$ cat src/hdl/alarm_pkg.sv
// Purpose: Shared constants and types for the servo alarm manager.
// Assumes: Registers are 32-bit words on a classic Wishbone slave.
// Notes: Alarm codes are shown as plain binary numbers on alarm_code.
package alarm_pkg;

    // Register byte offsets.
    localparam logic [7:0] OFS_CTRL = 8'h00;
    localparam logic [7:0] OFS_STATUS = 8'h04;
    localparam logic [7:0] OFS_DEV_THRESH = 8'h08;
    localparam logic [7:0] OFS_GEAR = 8'h0C;
    localparam logic [7:0] OFS_SPEED_LIMIT = 8'h10;
    localparam logic [7:0] OFS_IRQ_STATUS = 8'h14;
    localparam logic [7:0] OFS_IRQ_MASK = 8'h18;

    // Field positions.
    localparam int CTRL_OP_RESET_BIT = 0;
    localparam int IRQ_RAISED_BIT = 0;
    localparam int IRQ_CLEARED_BIT = 1;
    localparam int GEAR_NUM_LSB = 0;
    localparam int GEAR_DEN_LSB = 16;

    // Reset values.
    localparam logic [31:0] DEV_THRESH_RST = 32'h0001_0000;
    localparam logic [15:0] GEAR_NUM_RST = 16'h0001;
    localparam logic [15:0] GEAR_DEN_RST = 16'h0001;
    localparam logic [15:0] SPEED_LIMIT_RST = 16'h1770;
    localparam logic [1:0] IRQ_MASK_RST = 2'h0;

    // Largest accepted gear ratio in either direction.
    localparam logic [15:0] GEAR_RATIO_LIMIT = 16'h0032;

    // Fault source indices.
    localparam int NUM_FAULTS = 6;
    localparam logic [2:0] IDX_UNDERVOLT = 3'h0;
    localparam logic [2:0] IDX_DEVIATION = 3'h1;
    localparam logic [2:0] IDX_OVERSPEED = 3'h2;
    localparam logic [2:0] IDX_GEAR = 3'h3;
    localparam logic [2:0] IDX_ENC_AB = 3'h4;
    localparam logic [2:0] IDX_ENC_SERIAL = 3'h5;

    // Displayed alarm codes, 13, 24, 26, 27, 45 and 49.
    localparam logic [7:0] CODE_NONE = 8'h00;
    localparam logic [7:0] CODE_UNDERVOLT = 8'h0D;
    localparam logic [7:0] CODE_DEVIATION = 8'h18;
    localparam logic [7:0] CODE_OVERSPEED = 8'h1A;
    localparam logic [7:0] CODE_GEAR = 8'h1B;
    localparam logic [7:0] CODE_ENC_AB = 8'h2D;
    localparam logic [7:0] CODE_ENC_SERIAL = 8'h31;

    // Sources that a reset input or operator reset may clear.
    localparam logic [5:0] RESETTABLE_MASK = 6'h0F;

    // Alarm manager states.
    typedef enum logic {
        ST_RUN = 1'b0,
        ST_ALARM = 1'b1
    } alarm_state_e;

    // Detector settings.
    typedef struct packed {
        logic [31:0] dev_thresh;
        logic [15:0] gear_num;
        logic [15:0] gear_den;
        logic [15:0] speed_limit;
    } detect_cfg_s;

    // Raw process measurements.
    typedef struct packed {
        logic undervolt;
        logic [31:0] deviation_count;
        logic [15:0] motor_speed;
        logic enc_ab_error;
        logic encoder_serial_frame_error;
    } sense_s;

endpackage

$ cat src/hdl/alarm_detect.sv
// Purpose: Combinational fault condition detectors.
// Assumes: Measurements are already synchronous to clk.
// Notes: Conditions are live levels; latching is done by the caller.
`timescale 1ns/1ns
module alarm_detect (
    // Settings and measurements
    input wire alarm_pkg::detect_cfg_s cfg,
    input wire alarm_pkg::sense_s sense,
    // Live conditions, one per fault source
    output wire logic [alarm_pkg::NUM_FAULTS-1:0] cond
);

    // Scaled sides of the gear ratio, wide enough for the product.
    wire logic [31:0] num_scaled;
    wire logic [31:0] den_scaled;
    wire logic gear_bad;

    // Ratio bounds checked both ways so that neither side may dominate.
    assign num_scaled = 32'(cfg.gear_num) * 32'(alarm_pkg::GEAR_RATIO_LIMIT);
    assign den_scaled = 32'(cfg.gear_den) * 32'(alarm_pkg::GEAR_RATIO_LIMIT);
    assign gear_bad = (cfg.gear_num == 16'h0000) || (cfg.gear_den == 16'h0000) ||
                      (32'(cfg.gear_num) > den_scaled) || (32'(cfg.gear_den) > num_scaled);

    assign cond[alarm_pkg::IDX_UNDERVOLT] = sense.undervolt;
    assign cond[alarm_pkg::IDX_DEVIATION] = sense.deviation_count > cfg.dev_thresh;
    assign cond[alarm_pkg::IDX_OVERSPEED] = sense.motor_speed > cfg.speed_limit;
    assign cond[alarm_pkg::IDX_GEAR] = gear_bad;
    assign cond[alarm_pkg::IDX_ENC_AB] = sense.enc_ab_error;
    assign cond[alarm_pkg::IDX_ENC_SERIAL] = sense.encoder_serial_frame_error;

endmodule // alarm_detect

$ cat src/hdl/servo_alarm_manager.sv
// Purpose: Latches drive faults, shows the alarm code and gates the power stage.
// Assumes: One 25 MHz clock; rst_b is the power-on reset, so a power cycle resets it.
// Notes: Registers are reached over a classic Wishbone slave with one wait state.
`timescale 1ns/1ns
module servo_alarm_manager #(
    parameter int ADDR_W = 8
) (
    // Clock and power-on reset
    input wire logic clk,
    input wire logic rst_b,

    // Wishbone slave
    input wire logic wb_cyc_i,
    input wire logic wb_stb_i,
    input wire logic wb_we_i,
    input wire logic [ADDR_W-1:0] wb_adr_i,
    input wire logic [3:0] wb_sel_i,
    input wire logic [31:0] wb_dat_i,
    output logic [31:0] wb_dat_o,
    output logic wb_ack_o,

    // Controller inputs
    input wire logic run_cmd,
    input wire logic alarm_reset_in,

    // Process measurements
    input wire logic undervolt,
    input wire logic [31:0] deviation_count,
    input wire logic [15:0] motor_speed,
    input wire logic enc_ab_error,
    input wire logic encoder_serial_frame_error,

    // Drive outputs
    output logic fault_output,
    output logic power_stage_en,
    output logic [7:0] alarm_code,
    output logic irq
);

    // Elaboration check: the map needs at least byte offsets up to 0x18.
    // Upper address bits are ignored, so the map repeats.
    if (ADDR_W < 8) begin : g_addr_check
        $error("ADDR_W must be at least 8");
    end

    // The source priority below is written for six faults.
    if (alarm_pkg::NUM_FAULTS != 6) begin : g_fault_check
        $error("NUM_FAULTS must be 6");
    end

    // State and register storage.
    alarm_pkg::alarm_state_e state_q, state_d;
    logic [7:0] code_q, code_d;
    logic [2:0] idx_q, idx_d;
    logic reset_in_q;

    // Settings registers.
    logic [31:0] dev_thresh_q;
    logic [15:0] gear_num_q;
    logic [15:0] gear_den_q;
    logic [15:0] speed_limit_q;

    // Interrupt and bus answer registers.
    logic [1:0] irq_status_q, irq_status_d;
    logic [1:0] irq_mask_q;
    logic ack_q;
    logic [31:0] rdata_q;

    // Drive output registers.
    logic fault_q;
    logic power_q;
    logic [7:0] shown_q;
    logic irq_q;

    // Detector carriers.
    alarm_pkg::detect_cfg_s cfg;
    alarm_pkg::sense_s sense;
    logic [alarm_pkg::NUM_FAULTS-1:0] cond;

    // Bus decode wires.
    wire logic bus_req;
    wire logic bus_wr;
    wire logic [7:0] adr;
    wire logic hit_ctrl;
    wire logic hit_status;
    wire logic hit_dev;
    wire logic hit_gear;
    wire logic hit_speed;
    wire logic hit_irq_status;
    wire logic hit_irq_mask;

    // Write mask and read path.
    wire logic [31:0] wmask;
    wire logic [31:0] status_word;
    wire logic [31:0] rdata_d;

    // Alarm decision wires.
    wire logic any_cond;
    wire logic [2:0] new_idx;
    wire logic [7:0] new_code;
    wire logic op_reset;
    wire logic clear_req;
    wire logic cause_gone;
    wire logic clear_ok;
    wire logic raise;

    // Interrupt wires.
    wire logic [1:0] irq_event;
    wire logic [1:0] irq_w1c;

    // Gather settings and measurements for the detector.
    assign cfg.dev_thresh = dev_thresh_q;
    assign cfg.gear_num = gear_num_q;
    assign cfg.gear_den = gear_den_q;
    assign cfg.speed_limit = speed_limit_q;

    // Measurements are used as they arrive.
    assign sense.undervolt = undervolt;
    assign sense.deviation_count = deviation_count;
    assign sense.motor_speed = motor_speed;
    assign sense.enc_ab_error = enc_ab_error;
    assign sense.encoder_serial_frame_error = encoder_serial_frame_error;

    alarm_detect u_detect (
        .cfg(cfg),
        .sense(sense),
        .cond(cond)
    );

    // Bus request is taken once per cycle; ack_q blocks a second take.
    assign bus_req = wb_cyc_i && wb_stb_i && !ack_q;
    assign bus_wr = bus_req && wb_we_i;
    assign adr = {wb_adr_i[7:2], 2'h0};

    // Register select; low address bits are ignored.
    assign hit_ctrl = adr == alarm_pkg::OFS_CTRL;
    assign hit_status = adr == alarm_pkg::OFS_STATUS;
    assign hit_dev = adr == alarm_pkg::OFS_DEV_THRESH;
    assign hit_gear = adr == alarm_pkg::OFS_GEAR;
    assign hit_speed = adr == alarm_pkg::OFS_SPEED_LIMIT;
    assign hit_irq_status = adr == alarm_pkg::OFS_IRQ_STATUS;
    assign hit_irq_mask = adr == alarm_pkg::OFS_IRQ_MASK;

    // Byte enables widened to a bit mask, one lane per generate pass.
    for (genvar b = 0; b < 4; b++) begin : g_lane
        assign wmask[8*b +: 8] = {8{wb_sel_i[b]}};
    end

    // Status word: state, resettable flag, run and power stage, code.
    // Bit 10 reads one when idle, as the idle index is resettable.
    assign status_word = {16'h0000, 4'h0, state_q == alarm_pkg::ST_ALARM,
                          alarm_pkg::RESETTABLE_MASK[idx_q], run_cmd, power_q, code_q};

    // Read multiplexer; unmapped offsets read as zero.
    assign rdata_d = hit_status ? status_word :
                     hit_dev ? dev_thresh_q :
                     hit_gear ? {gear_den_q, gear_num_q} :
                     hit_speed ? {16'h0000, speed_limit_q} :
                     hit_irq_status ? {30'h0000_0000, irq_status_q} :
                     hit_irq_mask ? {30'h0000_0000, irq_mask_q} :
                     32'h0000_0000;

    // Highest priority goes to the non-resettable encoder faults.
    // Ties between faults resolve by this fixed order.
    assign any_cond = |cond;
    assign new_idx = cond[alarm_pkg::IDX_ENC_AB] ? alarm_pkg::IDX_ENC_AB :
                     cond[alarm_pkg::IDX_ENC_SERIAL] ? alarm_pkg::IDX_ENC_SERIAL :
                     cond[alarm_pkg::IDX_UNDERVOLT] ? alarm_pkg::IDX_UNDERVOLT :
                     cond[alarm_pkg::IDX_DEVIATION] ? alarm_pkg::IDX_DEVIATION :
                     cond[alarm_pkg::IDX_OVERSPEED] ? alarm_pkg::IDX_OVERSPEED :
                     alarm_pkg::IDX_GEAR;

    // Code lookup for the chosen source.
    assign new_code = (new_idx == alarm_pkg::IDX_ENC_AB) ? alarm_pkg::CODE_ENC_AB :
                      (new_idx == alarm_pkg::IDX_ENC_SERIAL) ? alarm_pkg::CODE_ENC_SERIAL :
                      (new_idx == alarm_pkg::IDX_UNDERVOLT) ? alarm_pkg::CODE_UNDERVOLT :
                      (new_idx == alarm_pkg::IDX_DEVIATION) ? alarm_pkg::CODE_DEVIATION :
                      (new_idx == alarm_pkg::IDX_OVERSPEED) ? alarm_pkg::CODE_OVERSPEED :
                      alarm_pkg::CODE_GEAR;

    // The bit has no storage, so writing zero does nothing.
    // Operator reset strobe.
    assign op_reset = bus_wr && hit_ctrl && wb_sel_i[0] && wb_dat_i[alarm_pkg::CTRL_OP_RESET_BIT];
    // Reset input edge.
    // Only the rising edge acts, so a held reset cannot mask a fresh fault.
    assign clear_req = (alarm_reset_in && !reset_in_q) || op_reset;
    // Only the latched source must be gone.
    assign cause_gone = !cond[idx_q];
    assign clear_ok = (state_q == alarm_pkg::ST_ALARM) && clear_req && cause_gone &&
                      alarm_pkg::RESETTABLE_MASK[idx_q];

    // A fault in run state latches at the next edge.
    assign raise = (state_q == alarm_pkg::ST_RUN) && any_cond;

    // Interrupt events and write-one-to-clear bits.
    assign irq_event = {clear_ok, raise};
    assign irq_w1c = (bus_wr && hit_irq_status && wb_sel_i[0]) ? wb_dat_i[1:0] : 2'h0;

    // Alarm latch state machine.
    always_comb begin
        state_d = state_q;
        code_d = code_q;
        idx_d = idx_q;

        unique case (state_q)
            alarm_pkg::ST_RUN: begin
                if (any_cond) begin
                    state_d = alarm_pkg::ST_ALARM;
                    code_d = new_code;
                    idx_d = new_idx;
                end
            end

            alarm_pkg::ST_ALARM: begin
                // Later faults are ignored; the first code is kept.
                // Hold until cleared.
                if (clear_ok) begin
                    state_d = alarm_pkg::ST_RUN;
                    code_d = alarm_pkg::CODE_NONE;
                    idx_d = alarm_pkg::IDX_UNDERVOLT;
                end
            end
        endcase
    end

    // A new event wins over a clear written in the same cycle.
    always_comb begin
        irq_status_d = (irq_status_q & ~irq_w1c) | irq_event;
    end

    always_ff @(posedge clk or negedge rst_b) begin
        if (!rst_b) begin
            state_q <= alarm_pkg::ST_RUN;
            code_q <= alarm_pkg::CODE_NONE;
            idx_q <= alarm_pkg::IDX_UNDERVOLT;
            reset_in_q <= 1'b0;
        end else begin
            state_q <= state_d;
            code_q <= code_d;
            idx_q <= idx_d;
            // Runs in both states, so a held input never looks new.
            reset_in_q <= alarm_reset_in;
        end
    end

    // Drive outputs registered from the next state, so no cycle is lost.
    always_ff @(posedge clk or negedge rst_b) begin
        if (!rst_b) begin
            fault_q <= 1'b0;
            power_q <= 1'b0;
            shown_q <= alarm_pkg::CODE_NONE;
        end else begin
            fault_q <= state_d == alarm_pkg::ST_ALARM;
            shown_q <= code_d;

            // Immediate restart on run.
            // The stage follows run as a level; no fresh run edge is awaited.
            power_q <= run_cmd && (state_d == alarm_pkg::ST_RUN);
        end
    end

    // Settings registers with byte-lane writes.
    // CTRL and STATUS keep nothing from a write.
    always_ff @(posedge clk or negedge rst_b) begin
        if (!rst_b) begin
            dev_thresh_q <= alarm_pkg::DEV_THRESH_RST;
            gear_num_q <= alarm_pkg::GEAR_NUM_RST;
            gear_den_q <= alarm_pkg::GEAR_DEN_RST;
            speed_limit_q <= alarm_pkg::SPEED_LIMIT_RST;
            irq_mask_q <= alarm_pkg::IRQ_MASK_RST;
        end else if (bus_wr) begin
            if (hit_dev) begin
                dev_thresh_q <= (dev_thresh_q & ~wmask) | (wb_dat_i & wmask);
            end

            if (hit_gear) begin
                gear_num_q <= (gear_num_q & ~wmask[15:0]) | (wb_dat_i[15:0] & wmask[15:0]);
                gear_den_q <= (gear_den_q & ~wmask[31:16]) | (wb_dat_i[31:16] & wmask[31:16]);
            end

            if (hit_speed) begin
                speed_limit_q <= (speed_limit_q & ~wmask[15:0]) | (wb_dat_i[15:0] & wmask[15:0]);
            end

            if (hit_irq_mask && wb_sel_i[0]) begin
                irq_mask_q <= wb_dat_i[1:0];
            end
        end
    end

    // Interrupt status and the level output.
    // The mask uses its old value in the cycle it is written.
    always_ff @(posedge clk or negedge rst_b) begin
        if (!rst_b) begin
            irq_status_q <= 2'h0;
            irq_q <= 1'b0;
        end else begin
            irq_status_q <= irq_status_d;
            irq_q <= |(irq_status_d & irq_mask_q);
        end
    end

    // Bus answer: ack one cycle after the request, then drop for a cycle.
    // Read data holds until the next request is taken.
    always_ff @(posedge clk or negedge rst_b) begin
        if (!rst_b) begin
            ack_q <= 1'b0;
            rdata_q <= 32'h0000_0000;
        end else begin
            ack_q <= bus_req;
            if (bus_req) begin
                rdata_q <= rdata_d;
            end
        end
    end

    // Top outputs straight from flip-flops.
    assign wb_ack_o = ack_q;
    assign wb_dat_o = rdata_q;

    assign fault_output = fault_q;
    assign power_stage_en = power_q;
    assign alarm_code = shown_q;
    assign irq = irq_q;

endmodule // servo_alarm_manager

$ cat config.mk
export PLATFORM = sky130hd
export DESIGN_NAME = servo_alarm_manager
export DESIGN_NICKNAME = d
export VERILOG_FILES = /design/src/hdl/alarm_pkg.sv /design/src/hdl/alarm_detect.sv /design/src/hdl/servo_alarm_manager.sv
export SDC_FILE = /design/constraint.sdc
export NUM_CORES = 1
export LEC_CHECK = 0
export BUFFER_PORTS_ARGS = -buffer_cell sky130_fd_sc_hd__buf_2
export CELL_PAD_IN_SITES_DETAIL_PLACEMENT = 1
export CELL_PAD_IN_SITES_GLOBAL_PLACEMENT = 2
export CORE_MARGIN = 2
export CORE_UTILIZATION = 40
export DETAILED_ROUTE_END_ITERATION = 10
export PLACE_DENSITY = 0.93
export SLEW_MARGIN = 20
export SYNTH_ARGS = -nofsm -noshare
export SYNTH_HDL_FRONTEND = slang
export SYNTH_SLANG_ARGS = --single-unit
export TNS_END_PERCENT = 1
$ cat constraint.sdc
create_clock -name clk -period 15.35 [get_ports clk]
set_input_delay 4.605 -clock clk [delete_from_list [all_inputs] [get_ports clk]]
set_output_delay 4.605 -clock clk [all_outputs]
set_load 0.005 [all_outputs]
==> impl_metrics.toml <==
[outcome]
status = "completed"

[pwr]
peakVddDrop_mv = 0.0754
p_leak_nw = 6.64
p_per_area_nw_per_um2 = 79.5

[synthesis]
synth_top_family_by_area = "adder cells"
yosysTopAreaCell = "dfrtp_1"
avgSynthCellArea_um2 = 9.51
synth_edf_count = 0
synthFlopType = "dfrtp_1"
synthMuxAreaShare_pct = 9.50
postSynthCellCount = 1162
synthArstFlopShare_pct = 100
yosys_warnings = 0
synth_compound_area_share_pct = 15.4
ys_seq_area_share_pct = 29.3
ys_seq_elements = 129
synth_area_um2 = 11000
synth_top_area_share_pct = 27.0
synth-xor-area-share_pct = 1.66
ys_types = 68
synth_simple_gate_area_share_pct = 10.5
synthTopCellsByArea = "dfrtp_1 27%, ha_1 23%, mux2_2 7.2%"
synth-adder-area-share_pct = 26.5

[final_layout]
drive_gt1_share_pct = 20.8
final_area_um2 = 12700
area_growth_pct = 15.1
layout_commonest_cell = "ha_1"
nNetsFinal = 1622
final_cell_mix = "199 x ha_1, 173 x inv_1, 140 x buf_2"

[clocking]
htree_levels = 4
cts_buffer_depth = 2
clkTransAtPathRegs_ps = 60
cts_tree = "yes"
ctsHoldBuffers = 0
clock_latency_ps = 430
numCtsBuffers = 17
post_cts_buffers = 0
cts.sinks = 129
ctsResizeCount = 0
cts_root_buffer = "clkbuf_16"

[placement]
post_dp_cell_area_um2 = 12100
port_buffers = 141
hpwl_mm = 26.7
globalplace.congestion = 0.846

[global_routing]
gr-total-overflow = 0
grt_antenna_before_repair = 0
grt_pass1_vias = 9957
grt.total_usage_pct = 24.2
grt_max_degree = 81
grt_pass1_wl_mm = 54.1

[drt]
via_count = 9186
wl_per_cell_um = 20.4
drcViolationCount = 0
drt_pass1_iterations = 5
wirelength_mm = 33.7
final_antenna_net_count = 0
vias_per_cell = 5.55
first_iter_violations = 413

[worst_setup_path]
crit_type = "in -> reg"
critPathLaunchType = "primary input"
end_kind = "register"
worstPathMaxFanout = 56
cp.required_ps = 15660
crit_arrival_ps = 7850

[sta]
min_period_over_period_pct = 49.1
hold_violations = 0
relSlewSlack_pct = 27.3
setup_tns_ps = 0
min_period_ps = 7540
worstMarginPinSlew_ps = 1090
rsz0062_at_grt = "false"
max_freq_ghz = 0.133
skew_ps = 16.3
maxSlewViolCount = 0
finalSetupViolations = 0

[hold_path]
hp-class = "reg -> reg"

[die]
design.core.area_um2 = 27000
num_rows = 60
die_x_um = 170
initial_core_util_pct = 40.9
die_h_um = 170
die-area_um2 = 29000
io_pins = 146

[run]
maxCapViolCount = 0
worst max-delay path, stage by stage:
cell and delay, ps:
buf_2 70, nand2_1 40, or2_2 260, buf_4 310, inv_1 430, and3_1 390, a41oi_1 270, a2111oi_2 430
nand4_1 160, a211o_1 380, and2_1 220, a32o_1 270
power by group:
group          switching (W)  internal, W  total, W
registers          0.0000304     0.000361  0.000392
clock network       0.000167     0.000257  0.000425
logic               0.000112    0.0000822  0.000194
total               0.000310     0.000701   0.00101
cells in the mapped netlist, types with 3 or more instances:
cell       number
dfstp_2        10
xor2_1         16
o31ai_1        20
fa_1           22
o2111ai_1       3
nor4_1          3
and2_1          7
and3_1          6
mux2_2         71
a211oi_2        3
a211o_1         6
o21bai_1        4
or3_1           3
nand3_1        13
a21oi_1        59
a21o_1         22
nand2b_1       12
a22o_1          9
mux2i_1        25
o22ai_1         5
xnor2_1         5
o21ai_0        58
nor2b_1         8
nor2_1         55
and4_1          3
nand2_1        81
ha_1          199
inv_1         173
nand4_1        30
o21a_1          8
a211oi_1       12
a221oi_1        9
nor3_1         10
o211ai_1        7
dfrtp_1       119
clkbuf_1       22
buf_4           3
final cells by class:
cell class	count	area [um^2]
diodes	1	2.50
clock buffers	18	429
clock inverters	14	180
fillers	3120	14300
inverters	173	649
multi-input cells	832	7040
flip-flops and latches	129	3240
well taps	341	427
repair buffers	146	753
kinds of logic after synthesis:
logic type,Yosys count
AO/OA/AOI/OAI,251
AND/OR/NAND/NOR,241
adder cells (fa/ha/maj),221
buffers and inverters,202
flip-flops,129
multiplexers,96
XOR/XNOR,21
other,1
stage by stage:
step	total power, W	instances	util (%)	hold WS [ps]	setup slack, ps
2_1_floorplan	0.000506	1163	-	472	8510
3_3_place_gp	0.000582	1621	44.8	458	7460
3_5_place_dp	0.000590	1621	44.8	461	7460
4_1_cts	0.00102	1653	47.1	476	7880
5_1_grt	0.00106	1653	47.1	507	7640
6_report	0.00101	1654	47.1	471	7810
metal layers:
metal	share of wire [%]	global-route usage (%)	up-vias
met2	49	41.9	160
li1	-	-	4380
met3	2.9	3.07	36
met1	46	31.7	4610
met5	0	0	-
met4	2.0	6.54	0
worst paths after layout:
check | endpoint | slack, ps | start | cells after the start
max | alarm_code[2]$_DFFE_PN0P_ | 7810 | wb_cyc_i | 12
min | wb_dat_o[27]$_DFFE_PN0P_ | 470 | wb_dat_o[27]$_DFFE_PN0P_ | 2
max reg2reg | alarm_code[2]$_DFFE_PN0P_ | 9600 | register | 23
min reg2reg | wb_dat_o[27]$_DFFE_PN0P_ | 470 | wb_dat_o[27]$_DFFE_PN0P_ | 2
max in group asynchronous | asynchronous set/reset pin | 10130 | rst_b | 2
min in group asynchronous | wb_dat_o[23]$_DFFE_PN0P_ | 4100 | rst_b | 1
(Power assumes the default switching activity.)
